<file path="src/frc_pkg.sv">
//----------------------------------------------------------------------------
//----------------------------------------------------------------------------
package frc_pkg;
    localparam int unsigned CLK_MHZ = 100;
    localparam int unsigned TICK_US = 2;
    localparam int unsigned TICK_CYCLES = TICK_US * CLK_MHZ;
    localparam int unsigned COUNT_W = 16;
    localparam int unsigned REG8_W = 8;
    localparam int unsigned CMP3_BIT = 5;
    localparam logic [15:0] COUNT_RST = 16'h0000;
    localparam logic [15:0] COMPARE_RST = 16'hFFFF;
    localparam logic [7:0] MASK_RST = 8'h00;
    localparam logic [7:0] FLAGS_RST = 8'h00;
endpackage : frc_pkg

</file>
<file path="src/tick_gen.sv">
`timescale 1ns/10ps
// Prescaler giving one pulse per counter tick
module tick_gen import frc_pkg::*; #(
    parameter int unsigned DIV = TICK_CYCLES
) (
    input wire logic clk,
    input wire logic rst,
    output logic tick
);
    localparam int unsigned PW = $clog2(DIV);
    logic [PW-1:0] cnt_r;

    // Divide clock down; tick on terminal count
    always_ff @(posedge clk or posedge rst) begin
        if (rst) begin
            cnt_r <= '0;
            tick <= 1'b0;
        end else if (cnt_r == PW'(DIV - 1)) begin
            cnt_r <= '0;
            tick <= 1'b1;
        end else begin
            cnt_r <= cnt_r + 1'b1;
            tick <= 1'b0;
        end
    end
endmodule : tick_gen

</file>
<file path="src/free_run_output_compare.sv">
`timescale 1ns/10ps
module free_run_output_compare import frc_pkg::*; #(
    parameter int unsigned DIV = TICK_CYCLES
) (
    // Clock and reset
    input wire logic clk,
    input wire logic rst,
    // Compare value load
    input wire logic compare_wr,
    input wire logic [15:0] compare_wdata,
    // Mask register write (full byte)
    input wire logic mask_wr,
    input wire logic [7:0] mask_wdata,
    // Flag register write-one-to-clear
    input wire logic flags_wr,
    input wire logic [7:0] flags_wdata,
    // Processor global interrupt mask (1 = masked)
    input wire logic global_mask,
    // Status
    output logic [15:0] free_run_count,
    output logic [15:0] compare_three_value,
    output logic [7:0] timer_enable_mask,
    output logic [7:0] timer_event_flags,
    output logic compare_match,
    output logic irq_req
);
    // Internal strobes
    logic tick;
    logic match_nxt;
    // Cycles since the last tick, watched by the spacing check
    logic [31:0] since_tick_r;

    //------------------------------------------------------------------------
    // Helpers
    //------------------------------------------------------------------------
    // Counter value after the next tick, wrapping from the top to zero
    function automatic logic [15:0] count_after(input logic [15:0] v);
        return v + 16'h0001;
    endfunction : count_after

    //------------------------------------------------------------------------
    // Time base
    //------------------------------------------------------------------------
    // Prescaler: one tick every DIV clocks
    tick_gen #(.DIV(DIV)) u_tick (
        .clk(clk),
        .rst(rst),
        .tick(tick)
    );

    // Counter advances each tick and wraps naturally
    always_ff @(posedge clk or posedge rst) begin
        if (rst) begin
            free_run_count <= COUNT_RST;
        end else if (tick) begin
            free_run_count <= count_after(free_run_count);
        end
    end

    //------------------------------------------------------------------------
    // Compare register
    //------------------------------------------------------------------------
    // Compare register, writable at any time
    // A new value simply reschedules the next match
    always_ff @(posedge clk or posedge rst) begin
        if (rst) begin
            compare_three_value <= COMPARE_RST;
        end else if (compare_wr) begin
            compare_three_value <= compare_wdata;
        end
    end

    //------------------------------------------------------------------------
    // Match detection
    //------------------------------------------------------------------------
    // One event per counter value: only on the tick that lands on it.
    // A compare value equal to the current count is already passed, so
    // it waits for a full wrap of the counter.
    assign match_nxt = tick &&
        (count_after(free_run_count) == compare_three_value);

    // Registered so the one-cycle pulse falls in the first cycle the counter shows the value
    always_ff @(posedge clk or posedge rst) begin
        if (rst) begin
            compare_match <= 1'b0;
        end else begin
            compare_match <= match_nxt;
        end
    end

    //------------------------------------------------------------------------
    // Mask and flag registers
    //------------------------------------------------------------------------
    // Mask register, whole byte; only the channel three bit acts
    always_ff @(posedge clk or posedge rst) begin
        if (rst) begin
            timer_enable_mask <= MASK_RST;
        end else if (mask_wr) begin
            timer_enable_mask <= mask_wdata;
        end
    end

    // Flags: set wins over write-one clear; zeros leave bits alone
    // A clear landing on a match is dropped, so no event goes missing
    always_ff @(posedge clk or posedge rst) begin
        if (rst) begin
            timer_event_flags <= FLAGS_RST;
        end else begin
            for (int i = 0; i < REG8_W; i++) begin
                if (i == CMP3_BIT && compare_match) begin
                    timer_event_flags[i] <= 1'b1;
                end else if (flags_wr && flags_wdata[i]) begin
                    timer_event_flags[i] <= 1'b0;
                end
            end
        end
    end

    //------------------------------------------------------------------------
    // Interrupt request
    //------------------------------------------------------------------------
    // Request lags its cause by one cycle; the global mask is a level
    // and gates the request without touching the flag
    always_ff @(posedge clk or posedge rst) begin
        if (rst) begin
            irq_req <= 1'b0;
        end else begin
            irq_req <= timer_event_flags[CMP3_BIT] &&
                timer_enable_mask[CMP3_BIT] && !global_mask;
        end
    end

    //------------------------------------------------------------------------
    // Checks
    //------------------------------------------------------------------------
    // Spacing counter for the tick check; starts one below zero so that
    // the first interval after reset reads the same as all later ones
    always_ff @(posedge clk or posedge rst) begin
        if (rst) begin
            since_tick_r <= 32'hFFFF_FFFF;
        end else if (tick) begin
            since_tick_r <= 32'h0000_0000;
        end else begin
            since_tick_r <= since_tick_r + 32'h0000_0001;
        end
    end

    // Time base and counter
    chk_tick_gap: assert property (@(posedge clk) disable iff (rst)
        tick == (since_tick_r == DIV - 1))
        else $error("tick spacing differs from the divider");
    chk_count_tick: assert property (@(posedge clk) disable iff (rst)
        tick |=> free_run_count == count_after($past(free_run_count)))
        else $error("counter did not advance on tick");
    chk_count_hold: assert property (@(posedge clk) disable iff (rst)
        !tick |=> $stable(free_run_count))
        else $error("counter moved without tick");

    // Match detection
    chk_match_eq: assert property (@(posedge clk) disable iff (rst)
        compare_match |-> free_run_count == $past(compare_three_value))
        else $error("match without equality");
    chk_match_tick: assert property (@(posedge clk) disable iff (rst)
        compare_match |-> $past(tick))
        else $error("match away from a tick");
    chk_match_pulse: assert property (@(posedge clk) disable iff (rst)
        compare_match |=> !compare_match)
        else $error("match lasted more than one cycle");

    // Compare and mask registers
    chk_cmp_load: assert property (@(posedge clk) disable iff (rst)
        compare_wr |=> compare_three_value == $past(compare_wdata))
        else $error("compare write did not land");
    chk_cmp_hold: assert property (@(posedge clk) disable iff (rst)
        !compare_wr |=> $stable(compare_three_value))
        else $error("compare value moved without a write");
    chk_mask_load: assert property (@(posedge clk) disable iff (rst)
        mask_wr |=> timer_enable_mask == $past(mask_wdata))
        else $error("mask write did not land");
    chk_mask_hold: assert property (@(posedge clk) disable iff (rst)
        !mask_wr |=> $stable(timer_enable_mask))
        else $error("mask moved without a write");

    // Event flags
    chk_match_sets: assert property (@(posedge clk) disable iff (rst)
        compare_match |=> timer_event_flags[CMP3_BIT])
        else $error("flag not set by match");
    chk_flag_clear: assert property (@(posedge clk) disable iff (rst)
        flags_wr && flags_wdata[CMP3_BIT] && !compare_match
        |=> !timer_event_flags[CMP3_BIT])
        else $error("flag not cleared by write one");
    chk_flag_zero: assert property (@(posedge clk) disable iff (rst)
        timer_event_flags[CMP3_BIT] && !(flags_wr && flags_wdata[CMP3_BIT])
        |=> timer_event_flags[CMP3_BIT])
        else $error("flag lost without clear");
    chk_flag_others: assert property (@(posedge clk) disable iff (rst)
        timer_event_flags == 8'h00 ||
        timer_event_flags == (8'h01 << CMP3_BIT))
        else $error("flag outside channel three set");

    // Interrupt request
    chk_irq_cause: assert property (@(posedge clk) disable iff (rst)
        irq_req |-> $past(timer_event_flags[CMP3_BIT]) &&
        $past(timer_enable_mask[CMP3_BIT]) && !$past(global_mask))
        else $error("request without cause");
    chk_irq_stop: assert property (@(posedge clk) disable iff (rst)
        mask_wr && !mask_wdata[CMP3_BIT] |=> ##1 !irq_req)
        else $error("request after enable cleared");
    chk_irq_rise: assert property (@(posedge clk) disable iff (rst)
        timer_event_flags[CMP3_BIT] && timer_enable_mask[CMP3_BIT] &&
        !global_mask |=> irq_req)
        else $error("recognised event gave no request");
    chk_irq_global: assert property (@(posedge clk) disable iff (rst)
        global_mask |=> !irq_req)
        else $error("request while globally masked");
    chk_irq_fall: assert property (@(posedge clk) disable iff (rst)
        !timer_event_flags[CMP3_BIT] |=> !irq_req)
        else $error("request without a pending flag");

    //------------------------------------------------------------------------
    // Covers
    //------------------------------------------------------------------------
    // Main scenarios: match, request, set against clear, wrap, stop
    cov_match: cover property (@(posedge clk) disable iff (rst)
        compare_match);
    cov_irq: cover property (@(posedge clk) disable iff (rst)
        $rose(irq_req));
    cov_set_clear: cover property (@(posedge clk) disable iff (rst)
        compare_match && flags_wr && flags_wdata[CMP3_BIT]);
    cov_wrap: cover property (@(posedge clk) disable iff (rst)
        tick && free_run_count == 16'hFFFF);
    cov_irq_stop: cover property (@(posedge clk) disable iff (rst)
        $fell(irq_req));
endmodule : free_run_output_compare

</file>
<file path="config.mk">
export PLATFORM = sky130hd
export DESIGN_NAME = free_run_output_compare
export DESIGN_NICKNAME = d
export VERILOG_FILES = /design/src/frc_pkg.sv /design/src/tick_gen.sv /design/src/free_run_output_compare.sv
export SDC_FILE = /design/constraint.sdc
export NUM_CORES = 1
export LEC_CHECK = 0
export BUFFER_PORTS_ARGS = -buffer_cell sky130_fd_sc_hd__buf_2
export CAP_MARGIN = 20
export CORE_UTILIZATION = 45
export CTS_BUF_LIST = sky130_fd_sc_hd__clkbuf_8 sky130_fd_sc_hd__clkbuf_16
export DETAILED_ROUTE_END_ITERATION = 10
export GPL_TIMING_DRIVEN = 0
export MAX_ROUTING_LAYER = met4
export PLACE_DENSITY = 0.72
export RECOVER_POWER = 100
export SYNTH_ARGS = -nofsm -noshare
export SYNTH_HDL_FRONTEND = slang
export SYNTH_SLANG_ARGS = --single-unit
export TNS_END_PERCENT = 100
</file>
<file path="constraint.sdc">
create_clock -name clk -period 2.8 [get_ports clk]
set_input_delay 0 -clock clk [delete_from_list [all_inputs] [get_ports clk]]
set_output_delay 0 -clock clk [all_outputs]
set_load 0.05 [all_outputs]
</file>
==> results.yml, run 1 <==
outcome:
  status: "finished clean"
synthesis:
  avgSynthCellArea_sq_um: 11.3
  ys_warn_count: 0
  synth_flop_cell: "dfrtp_1"
  synth_top_area_cell: "dfrtp_1"
  synth_cell_types: 39
  synth-seq-cells: 52
  synth_edf_count: 0
  synthArstFlopShare_pct: 100
  seq_area_frac_synth_pct: 49.9
  netlist_top_cells_count: "dfrtp_1, mux2_2, xnor2_1"
  synth.most_common_cell: "dfrtp_1"
  syn_inst: 235
  synth.area.top_cells: "dfrtp_1, dfstp_2, mux2_2"
  synth_top_area_share_pct: 34.0
  netlist_area_sq_um: 2650
worst_setup_path:
  worstPathCellList: "ha_1, nand3_1, nor4b_1, nor4_1, nor4_1, and4_1"
  critPathLaunch: "free_run_count[0]"
  crit_type: "reg -> reg"
  crit_arrival_ns: 2.38
  r2r_start: "free_run_count[0]"
  rr_worst_depth: 6
  critical_path.max_fanout: 9
  r2r-end: "compare_match"
  max_stage_delay_ns: 0.50
  cp-end-kind: "flop"
  endpoint: "compare_match"
  crit_top_cell: "nor4_1"
  cp-start-kind: "flop"
  worst_path_max_delay_cell: "dfrtp_1"
  crit_required_ns: 3.05
  rrSetupSlack_ns: 0.67
die:
  core_area_sq_um: 5570
  die_x_um: 78.7
  rows: 27
  die_h_um: 78.7
  dieArea_sq_um: 6200
  io_pins: 88
  start_util_pct: 47.5
sta:
  worst_pin_slew_ns: 0.994
  fin_crit_ns: 2.13
  finClkSkew_ns: 0.00893
  max_slew_margin_pct: 33.7
  hold_viol_final: 0
  fmax_mhz: 468
  setup_violations: 0
  rsz0062_at_grt: "false"
  whs_ns: 0.211
  finalMaxSlewViolations: 0
  setup_tns_ns: 0
  post-route-period-util_pct: 76.2
final_layout:
  nets: 388
  diodes: 0
  final_core_util_pct: 62.0
  fillers: 497
  stdcell_area_sq_um: 3460
  synthToLayoutAreaGrowth_pct: 30.5
  ff_latch_area_sq_um: 1320
  layout-drive-gt1-share_pct: 24.1
  multi_input_area_sq_um: 1220
routing:
  drt-total-wl_mm: 5.77
  route.detailed.drc: 0
  wl_per_cell_um: 13.7
  drtIter0Drc: 116
  ant_nets: 0
  vias: 2125
  drtPass1Iterations: 4
  viasPerCell: 5.05
clock_tree:
  cts-resized-gates: 0
  cts_buffers: 5
  clock_path_buffers: 2
  cts-root-buf: "clkbuf_8"
  insertion_delay_ns: 0.31
  cts.clk_slew.worst_paths_ns: 0.09
  h-tree-depth: 2
  cts_tree: "yes"
  cts.sinks: 52
grt:
  grt_usage_pct: 20.5
  grt_overflow: 0
  grt_pass1_vias: 1988
  grt_pass1_wl_mm: 9.46
  antenna_found_initial: 0
  grt_max_degree: 43
min_path:
  hold_class: "in -> reg"
flow_run:
  max-cap-violations: 0
placed_design:
  portBuffers: 71
  dpl_cell_area_sq_um: 3140
  globalplace.congestion: 0.818
  hpwl_mm: 3.96
power_and_ir_drop:
  powerDensity_nw_per_um2: 484
  peakVddDrop_mv: 0.327
  p_total_mw: 1.67
  p_leak_nw: 1.50
==> power by group <==
group | switching [mW] | internal [mW] | leakage [nW]
clock network | 0.244 | 0.262 | 0.0593
registers | 0.0309 | 0.800 | 0.635
logic | 0.223 | 0.113 | 0.807
==> logic make-up (layout without fill, tap and decap cells) <==
kind of cell	count (synthesis)	after routing	share of synthesized area, %
AOI/OAI and AO/OA	22	22	5.53
xor gates and xnor gates	38	38	12.6
adders and majority gates	2	2	0.945
buffers and inverters	23	131	5.05
DFF	52	52	49.9
muxes	24	24	10.2
other	1	7	0.142
and+or+nand+nor	73	73	15.7
==> per-layer routing <==
layer / routed length (um) / part of all wire, % / track usage [%] / up-vias
li1: - / - / - / 1043
met1: 2600 / 45 / 26.1 / 1018
met2: 2840 / 49 / 32.9 / 54
met3: 219 / 3.8 / 3.56 / 10
met4: 116 / 2.0 / 7.41 / 0
met5: 0 / 0 / - / -
==> metrics by stage <==
step                worst slack (ns)  instances
floorplan                      0.675        241
global placement               0.733        384
detailed placement             0.710        385
CTS                            0.664        421
global route                   0.493        421
finish                         0.665        421
==> cells in the final DEF, fill, tap and decap left out, drive strengths merged, types with 2 or more instances in the layout <==
master and n:
and3 5, and2 2, clkbuf 55, nand4 6, dfstp 16, nand2 11, o211ai 2, nor2 12
dlygate4sd3 28, nor2b 3, mux2 24, dfrtp 36, a31oi 5, and4 3, nor4b 2, a211oi 2
nor4 7, ha 2, or4 2, nand2b 2, a21o 2, conb 7, buf 41, nor3 4
o21ai 6, xnor2 23, inv 5, xor2 15, nand3 11, a211o 2
==> what timing repair did <==
| item | CTS | global route |
|---|---|---|
| setup buffers | 0 | 0 |
| hold buffers | 28 | 0 |
| hold endpoints to repair | 62 | 0 |
==> sequential cells by signal (all words and copies together) (netlist names) <==
name                 count
irq_req                  1
timer_event_flags        1
compare_three_value     16
free_run_count          16
timer_enable_mask        8
u_tick.cnt_r             8
compare_match            1
u_tick.tick              1
==> worst max-delay path, delay by kind of cell, from the launching register on <==
| kind | cells | cell delay (ns) |
|---|---|---|
| fa+ha+maj | 1 | 0.27 |
| flops | 1 | 0.50 |
| simple gates | 5 | 1.32 |
==> area by class of cell <==
cell class                 instances  area share [%]
clock buffer                       5            1.99
timing repair buffer             100            17.0
sequential                        52            38.2
tap                               72            2.61
buffer                            19            3.44
multi-input combinational        166            35.2
inverter                           4           0.434
clock inverter                     3            1.12
==> how the worst min path moves through the flow <==
stage                      startpoint              endpoint  slack [ns]  depth (start not counted)
after floorplan           global_mask               irq_req        0.07                          1
after global placement    global_mask               irq_req        0.15                          2
after detailed placement          rst  timer_enable_mask[6]       -0.05                          2
after CTS                         rst  timer_enable_mask[4]        0.16                          3
after global routing          mask_wr  timer_enable_mask[3]        0.22                          2
final                         mask_wr  timer_enable_mask[0]        0.21                          2
Note: power is estimated with default switching activity, not from simulation.
==> run 2: changes to the inputs <==
Settings changed: PLACE_DENSITY 0.72 to 0.75.
Clock period 2.8 ns to 1.85 ns, I/O delays scaled along.
==> run 2 against run 1 <==
  * Fmax grew 18%
  * Count of clock-buffer cells in the layout unchanged
  * Final cell count is 0.48% higher
  * Total power rose by 44%
  * Critical endpoint unchanged
==> results.yml, run 2 (synthesized netlist as in run 1, its figures left out) <==
grt:
  grt_max_degree: 31
  grt_overflow: 0
  antenna_found_initial: 0
  grt_pass1_wl_mm: 10.0
  grt_pass1_vias: 2147
  grt_usage_pct: 21.9
placed_design:
  hpwl_mm: 4.05
  globalplace.congestion: 0.875
  portBuffers: 71
  dp_slack_ns: -0.00880
min_path:
  hold_start: "compare_wr"
  hold_class: "in -> reg"
  min_to: "compare_three_value[11]"
  holdPathStages: 2
sta:
  fin_crit_ns: 1.81
  post-route-period-util_pct: 97.9
  worst_pin_slew_ns: 0.828
  finClkSkew_ns: 0.00924
  hold_viol_final: 0
  whs_ns: 0.187
  max_slew_margin_pct: 44.7
  finalMaxSlewViolations: 0
  setup_slack_ns: 0.0397
  fmax_mhz: 552
  rsz0062_at_grt: "true"
  setup_violations: 0
die:
  io_pins: 88
  die_h_um: 78.7
  rows: 27
  dieArea_sq_um: 6200
  die_x_um: 78.7
  start_util_pct: 47.5
  core_area_sq_um: 5570
final_layout:
  diodes: 0
  layout.cells.most_common_list: "clkbuf_1, buf_2, dlygate4sd3_1"
  final_common_cell: "clkbuf_1"
  nets: 390
  layout-drive-gt1-share_pct: 32.2
  reg_top3: "compare_three_value x16, free_run_count x16"
  synthToLayoutAreaGrowth_pct: 32.8
routing:
  drtIter0Drc: 135
  drtPass1Iterations: 4
  vias: 2186
  route.detailed.drc: 0
  wl_per_cell_um: 14.4
  drt-total-wl_mm: 6.10
  ant_nets: 0
  viasPerCell: 5.17
worst_setup_path:
  crit_required_ns: 2.10
  r2r_start: "free_run_count[1]"
  critical_path.max_fanout: 7
  cp-start-kind: "flop"
  rrSetupSlack_ns: 0.04
  r2r-end: "compare_match"
  critPathLaunch: "free_run_count[1]"
  crit_arrival_ns: 2.06
  crit_type: "reg -> reg"
  rr_worst_depth: 6
  cp-end-kind: "flop"
clock_tree:
  cts_tree: "yes"
  cts.clk_slew.worst_paths_ns: 0.09
  clock_path_buffers: 2
  cts_buffers: 5
  h-tree-depth: 2
  insertion_delay_ns: 0.31
  cts.sinks: 52
  cts-root-buf: "clkbuf_8"
flow_run:
  max-cap-violations: 0
outcome:
  status: "finished clean"
power_and_ir_drop:
  powerDensity_nw_per_um2: 684
  peakVddDrop_mv: 0.426
  p_leak_nw: 1.50
==> run 2: metrics by stage <==
stage,power (mW),utilization [%],TNS (ns),std cells,instance area (sq um)
3_3_place_gp,1.75,56.5,-1.50,384,3150
5_1_grt,2.51,63.1,-0.194,423,3520
4_1_cts,2.44,63.9,0,423,3560
2_1_floorplan,1.65,-,0,241,2700
6_report,2.41,63.1,0,423,3520
3_5_place_dp,1.76,56.8,-0.00880,385,3170
==> run 2: final cells by class <==
class,instances,area [sq um]
Tap cell,72,90.1
Fill cell,456,2060
Clock inverter,3,17.5
Multi-Input combinational cell,166,1250
Sequential cell,52,1340
Clock buffer,5,68.8
Timing Repair Buffer,102,603
Inverter,4,15.0
Buffer,19,134
==> run 2: repair_timing <==
item / 4_1_cts / 5_1_grt
pin swaps: 1 / 2
endpoints found under the setup margin: 1 / 8
buffers inserted: 2 / 0
hold endpoints to repair: 48 / 0
gates resized for setup: 2 / 11
hold buffers: 28 / 0
==> run 2: metal layers <==
| layer | vias up | wire, um | global-route usage (%) |
|---|---|---|---|
| li1 | 1046 | - | - |
| met1 | 1054 | 2510 | 25.9 |
| met2 | 63 | 3110 | 35.7 |
| met3 | 23 | 242 | 3.68 |
| met4 | 0 | 235 | 11.9 |
| met5 | - | 0 | - |
==> run 2: how the worst max path moves through the flow <==
stage / end / slack (ns) / cells after the start
after floorplan: compare_match / 0.009 / 6
after global placement: free_run_count[2] / -0.14 / 2
after detailed placement: compare_match / -0.009 / 6
after CTS: compare_match / 0.005 / 6
after global routing: compare_match / -0.04 / 6
final: compare_match / 0.04 / 6
==> run 2: where the power goes <==
group / switching (mW) / internal, mW
clock: 0.367 / 0.265
combinational: 0.338 / 0.171
sequential: 0.0493 / 1.22
==> run 2: critical path, stage by stage, from the launching register on <==
cell       delay (ns)
dfrtp_2          0.46
ha_2             0.23
and3_1           0.24
a31oi_1          0.22
o2111ai_1        0.15
nor4_1           0.20
and4_1           0.24
==> run 3: changes to the inputs <==
Settings changed: MAX_ROUTING_LAYER met4 to not set, SLEW_MARGIN set to 40.
==> run 3 against run 2 <==
  * Via count is 1.6% lower
  * Sequential cell count unchanged
  * Register-to-register slack barely moved
  * Sequential power barely moved
  * Critical endpoint unchanged
==> results.yml, run 3 (synthesized netlist as in run 1, its figures left out) <==
outcome:
  status: "finished clean"
clock_tree:
  cts_buffers: 5
  cts-root-buf: "clkbuf_8"
  insertion_delay_ns: 0.30
  h-tree-depth: 2
  cts.clk_slew.worst_paths_ns: 0.09
  clock_path_buffers: 2
  cts.sinks: 52
  cts_tree: "yes"
routing:
  route.met2.wl_mm: 3.15
  met3_length_um: 240
  top_layer_used: "met4"
  vias: 2151
  viasPerCell: 5.07
  wl_per_cell_um: 14.3
  route.detailed.drc: 0
  met1Wirelength_mm: 2.53
  drtPass1Iterations: 4
  ant_nets: 0
  drtIter0Drc: 183
  drt-total-wl_mm: 6.06
sta:
  finClkSkew_ns: 0.00676
  post-route-period-util_pct: 98.4
  fin_crit_ns: 1.82
  setup_violations: 0
  max_slew_margin_pct: 29.2
  fmax_mhz: 549
  worst_pin_slew_ns: 1.06
  hold_viol_final: 0
  finalMaxSlewViolations: 0
min_path:
  min_to: "compare_three_value[10]"
  hold_class: "in -> reg"
  hold_start: "compare_wr"
  holdPathStages: 2
worst_setup_path:
  rrSetupSlack_ns: 0.03
  critical_path.max_fanout: 10
  crit_required_ns: 2.09
  r2r-end: "compare_match"
  rr_worst_depth: 7
  cp-end-kind: "flop"
  crit_type: "reg -> reg"
  crit_arrival_ns: 2.06
  r2r_start: "free_run_count[4]"
  cp-start-kind: "flop"
power_and_ir_drop:
  switching_share_pct: 31.0
  seqPwrFrac_pct: 51.4
  p_sw_uw: 762
  pwr-share-clk_pct: 27.6
  powerDensity_nw_per_um2: 686
  p_int_mw: 1.69
  p_leak_nw: 1.49
  peakVddDrop_mv: 0.461
  combPwrFrac_pct: 21.0
  p_total_mw: 2.45
final_layout:
  final_common_cell: "clkbuf_1"
  reg_top3: "compare_three_value x16, free_run_count x16"
  final_core_util_pct: 64.1
  nets: 391
  ff_latch_area_sq_um: 1340
  fillers: 461
  synthToLayoutAreaGrowth_pct: 35.0
  diodes: 0
  multi_input_area_sq_um: 1280
  layout.cells.most_common_list: "clkbuf_1, dlygate4sd3_1, buf_2"
  layout-drive-gt1-share_pct: 31.0
placed_design:
  portBuffers: 71
  globalplace.congestion: 0.861
  hpwl_mm: 4.07
grt:
  grt_pass1_wl_mm: 10.1
  antenna_found_initial: 0
  grt_overflow: 0
  grt_pass1_vias: 2108
  grt_usage_pct: 21.2
  grt_max_degree: 31
die:
  rows: 27
  die_x_um: 78.7
  start_util_pct: 47.5
  io_pins: 88
  die_h_um: 78.7
  core_area_sq_um: 5570
  dieArea_sq_um: 6200
flow_run:
  max-cap-violations: 0
-- run 3: changes by cell type in the layout (fill, tap and decap cells not counted), sizes merged --
cell | before | now
clkbuf | 53 | 55
clkinv | 2 | 1
clkinvlp | 0 | 1
inv | 5 | 4
-- run 3: what timing repair did --
action                                 in CTS  in global routing
setup buffers                               0                  5
hold buffers                               28                  0
pin swaps                                   0                  3
endpoints found under the hold margin      62                  0
resized for setup                           3                  7
setup endpoints to repair                   1                  2
-- run 3: worst max path at each step --
stage,from,endpoint,cells after the start
2_1_floorplan,free_run_count[0],compare_match,6
3_3_place_gp,rst,free_run_count[2],2
3_5_place_dp,free_run_count[0],compare_match,6
4_1_cts,free_run_count[0],compare_match,6
5_1_grt,free_run_count[4],compare_match,6
6_report,free_run_count[4],compare_match,7
-- run 3: stage by stage --
| stage | hold WS (ns) | setup TNS [ns] | cell area [sq um] | instances | setup slack (ns) |
|---|---|---|---|---|---|
| 6_report | 0.194 | 0 | 3570 | 424 | 0.0293 |
| 3_3_place_gp | 0.156 | -1.50 | 3150 | 384 | -0.138 |
| 2_1_floorplan | 0.0664 | 0 | 2700 | 241 | 0.00878 |
| 4_1_cts | 0.188 | 0 | 3560 | 421 | 0.00238 |
| 5_1_grt | 0.206 | -0.00639 | 3570 | 424 | -0.00639 |
| 3_5_place_dp | -0.0233 | -0.000703 | 3170 | 385 | -0.000703 |
-- run 3: critical path, stage by stage (launching register included) --
cell,delay (ns)
dfrtp_2,0.38
buf_6,0.15
nand4_4,0.20
buf_4,0.20
nor3_2,0.19
xnor2_1,0.10
nor4_1,0.29
and4_1,0.25
-- run 3: area by class of cell --
type / count / area share, %
clock buffer: 6 / 2.31
buffer: 17 / 3.40
tap: 72 / 2.52
sequential: 52 / 37.3
multi-input combinational: 166 / 35.7
clock inverter: 2 / 0.385
inverter: 4 / 0.455
timing repair buffer: 105 / 17.9
-- run 3: power groups by stage --
| stage | logic [mW] | registers [mW] | clock network, mW |
|---|---|---|---|
| after global routing | 0.547 | 1.27 | 0.731 |
| after detailed placement | 0.482 | 1.28 | 0 |
| after global placement | 0.469 | 1.28 | 0 |
| after floorplan | 0.176 | 1.47 | 0 |
| final | 0.515 | 1.26 | 0.676 |
| after CTS | 0.528 | 1.26 | 0.704 |
-- run 3: routing by layer --
metal / vias to the layer above / global-route usage [%]
met5: - / 0
li1: 1042 / -
met1: 1038 / 27.5
met2: 56 / 34.6
met3: 15 / 4.02
met4: 0 / 8.89
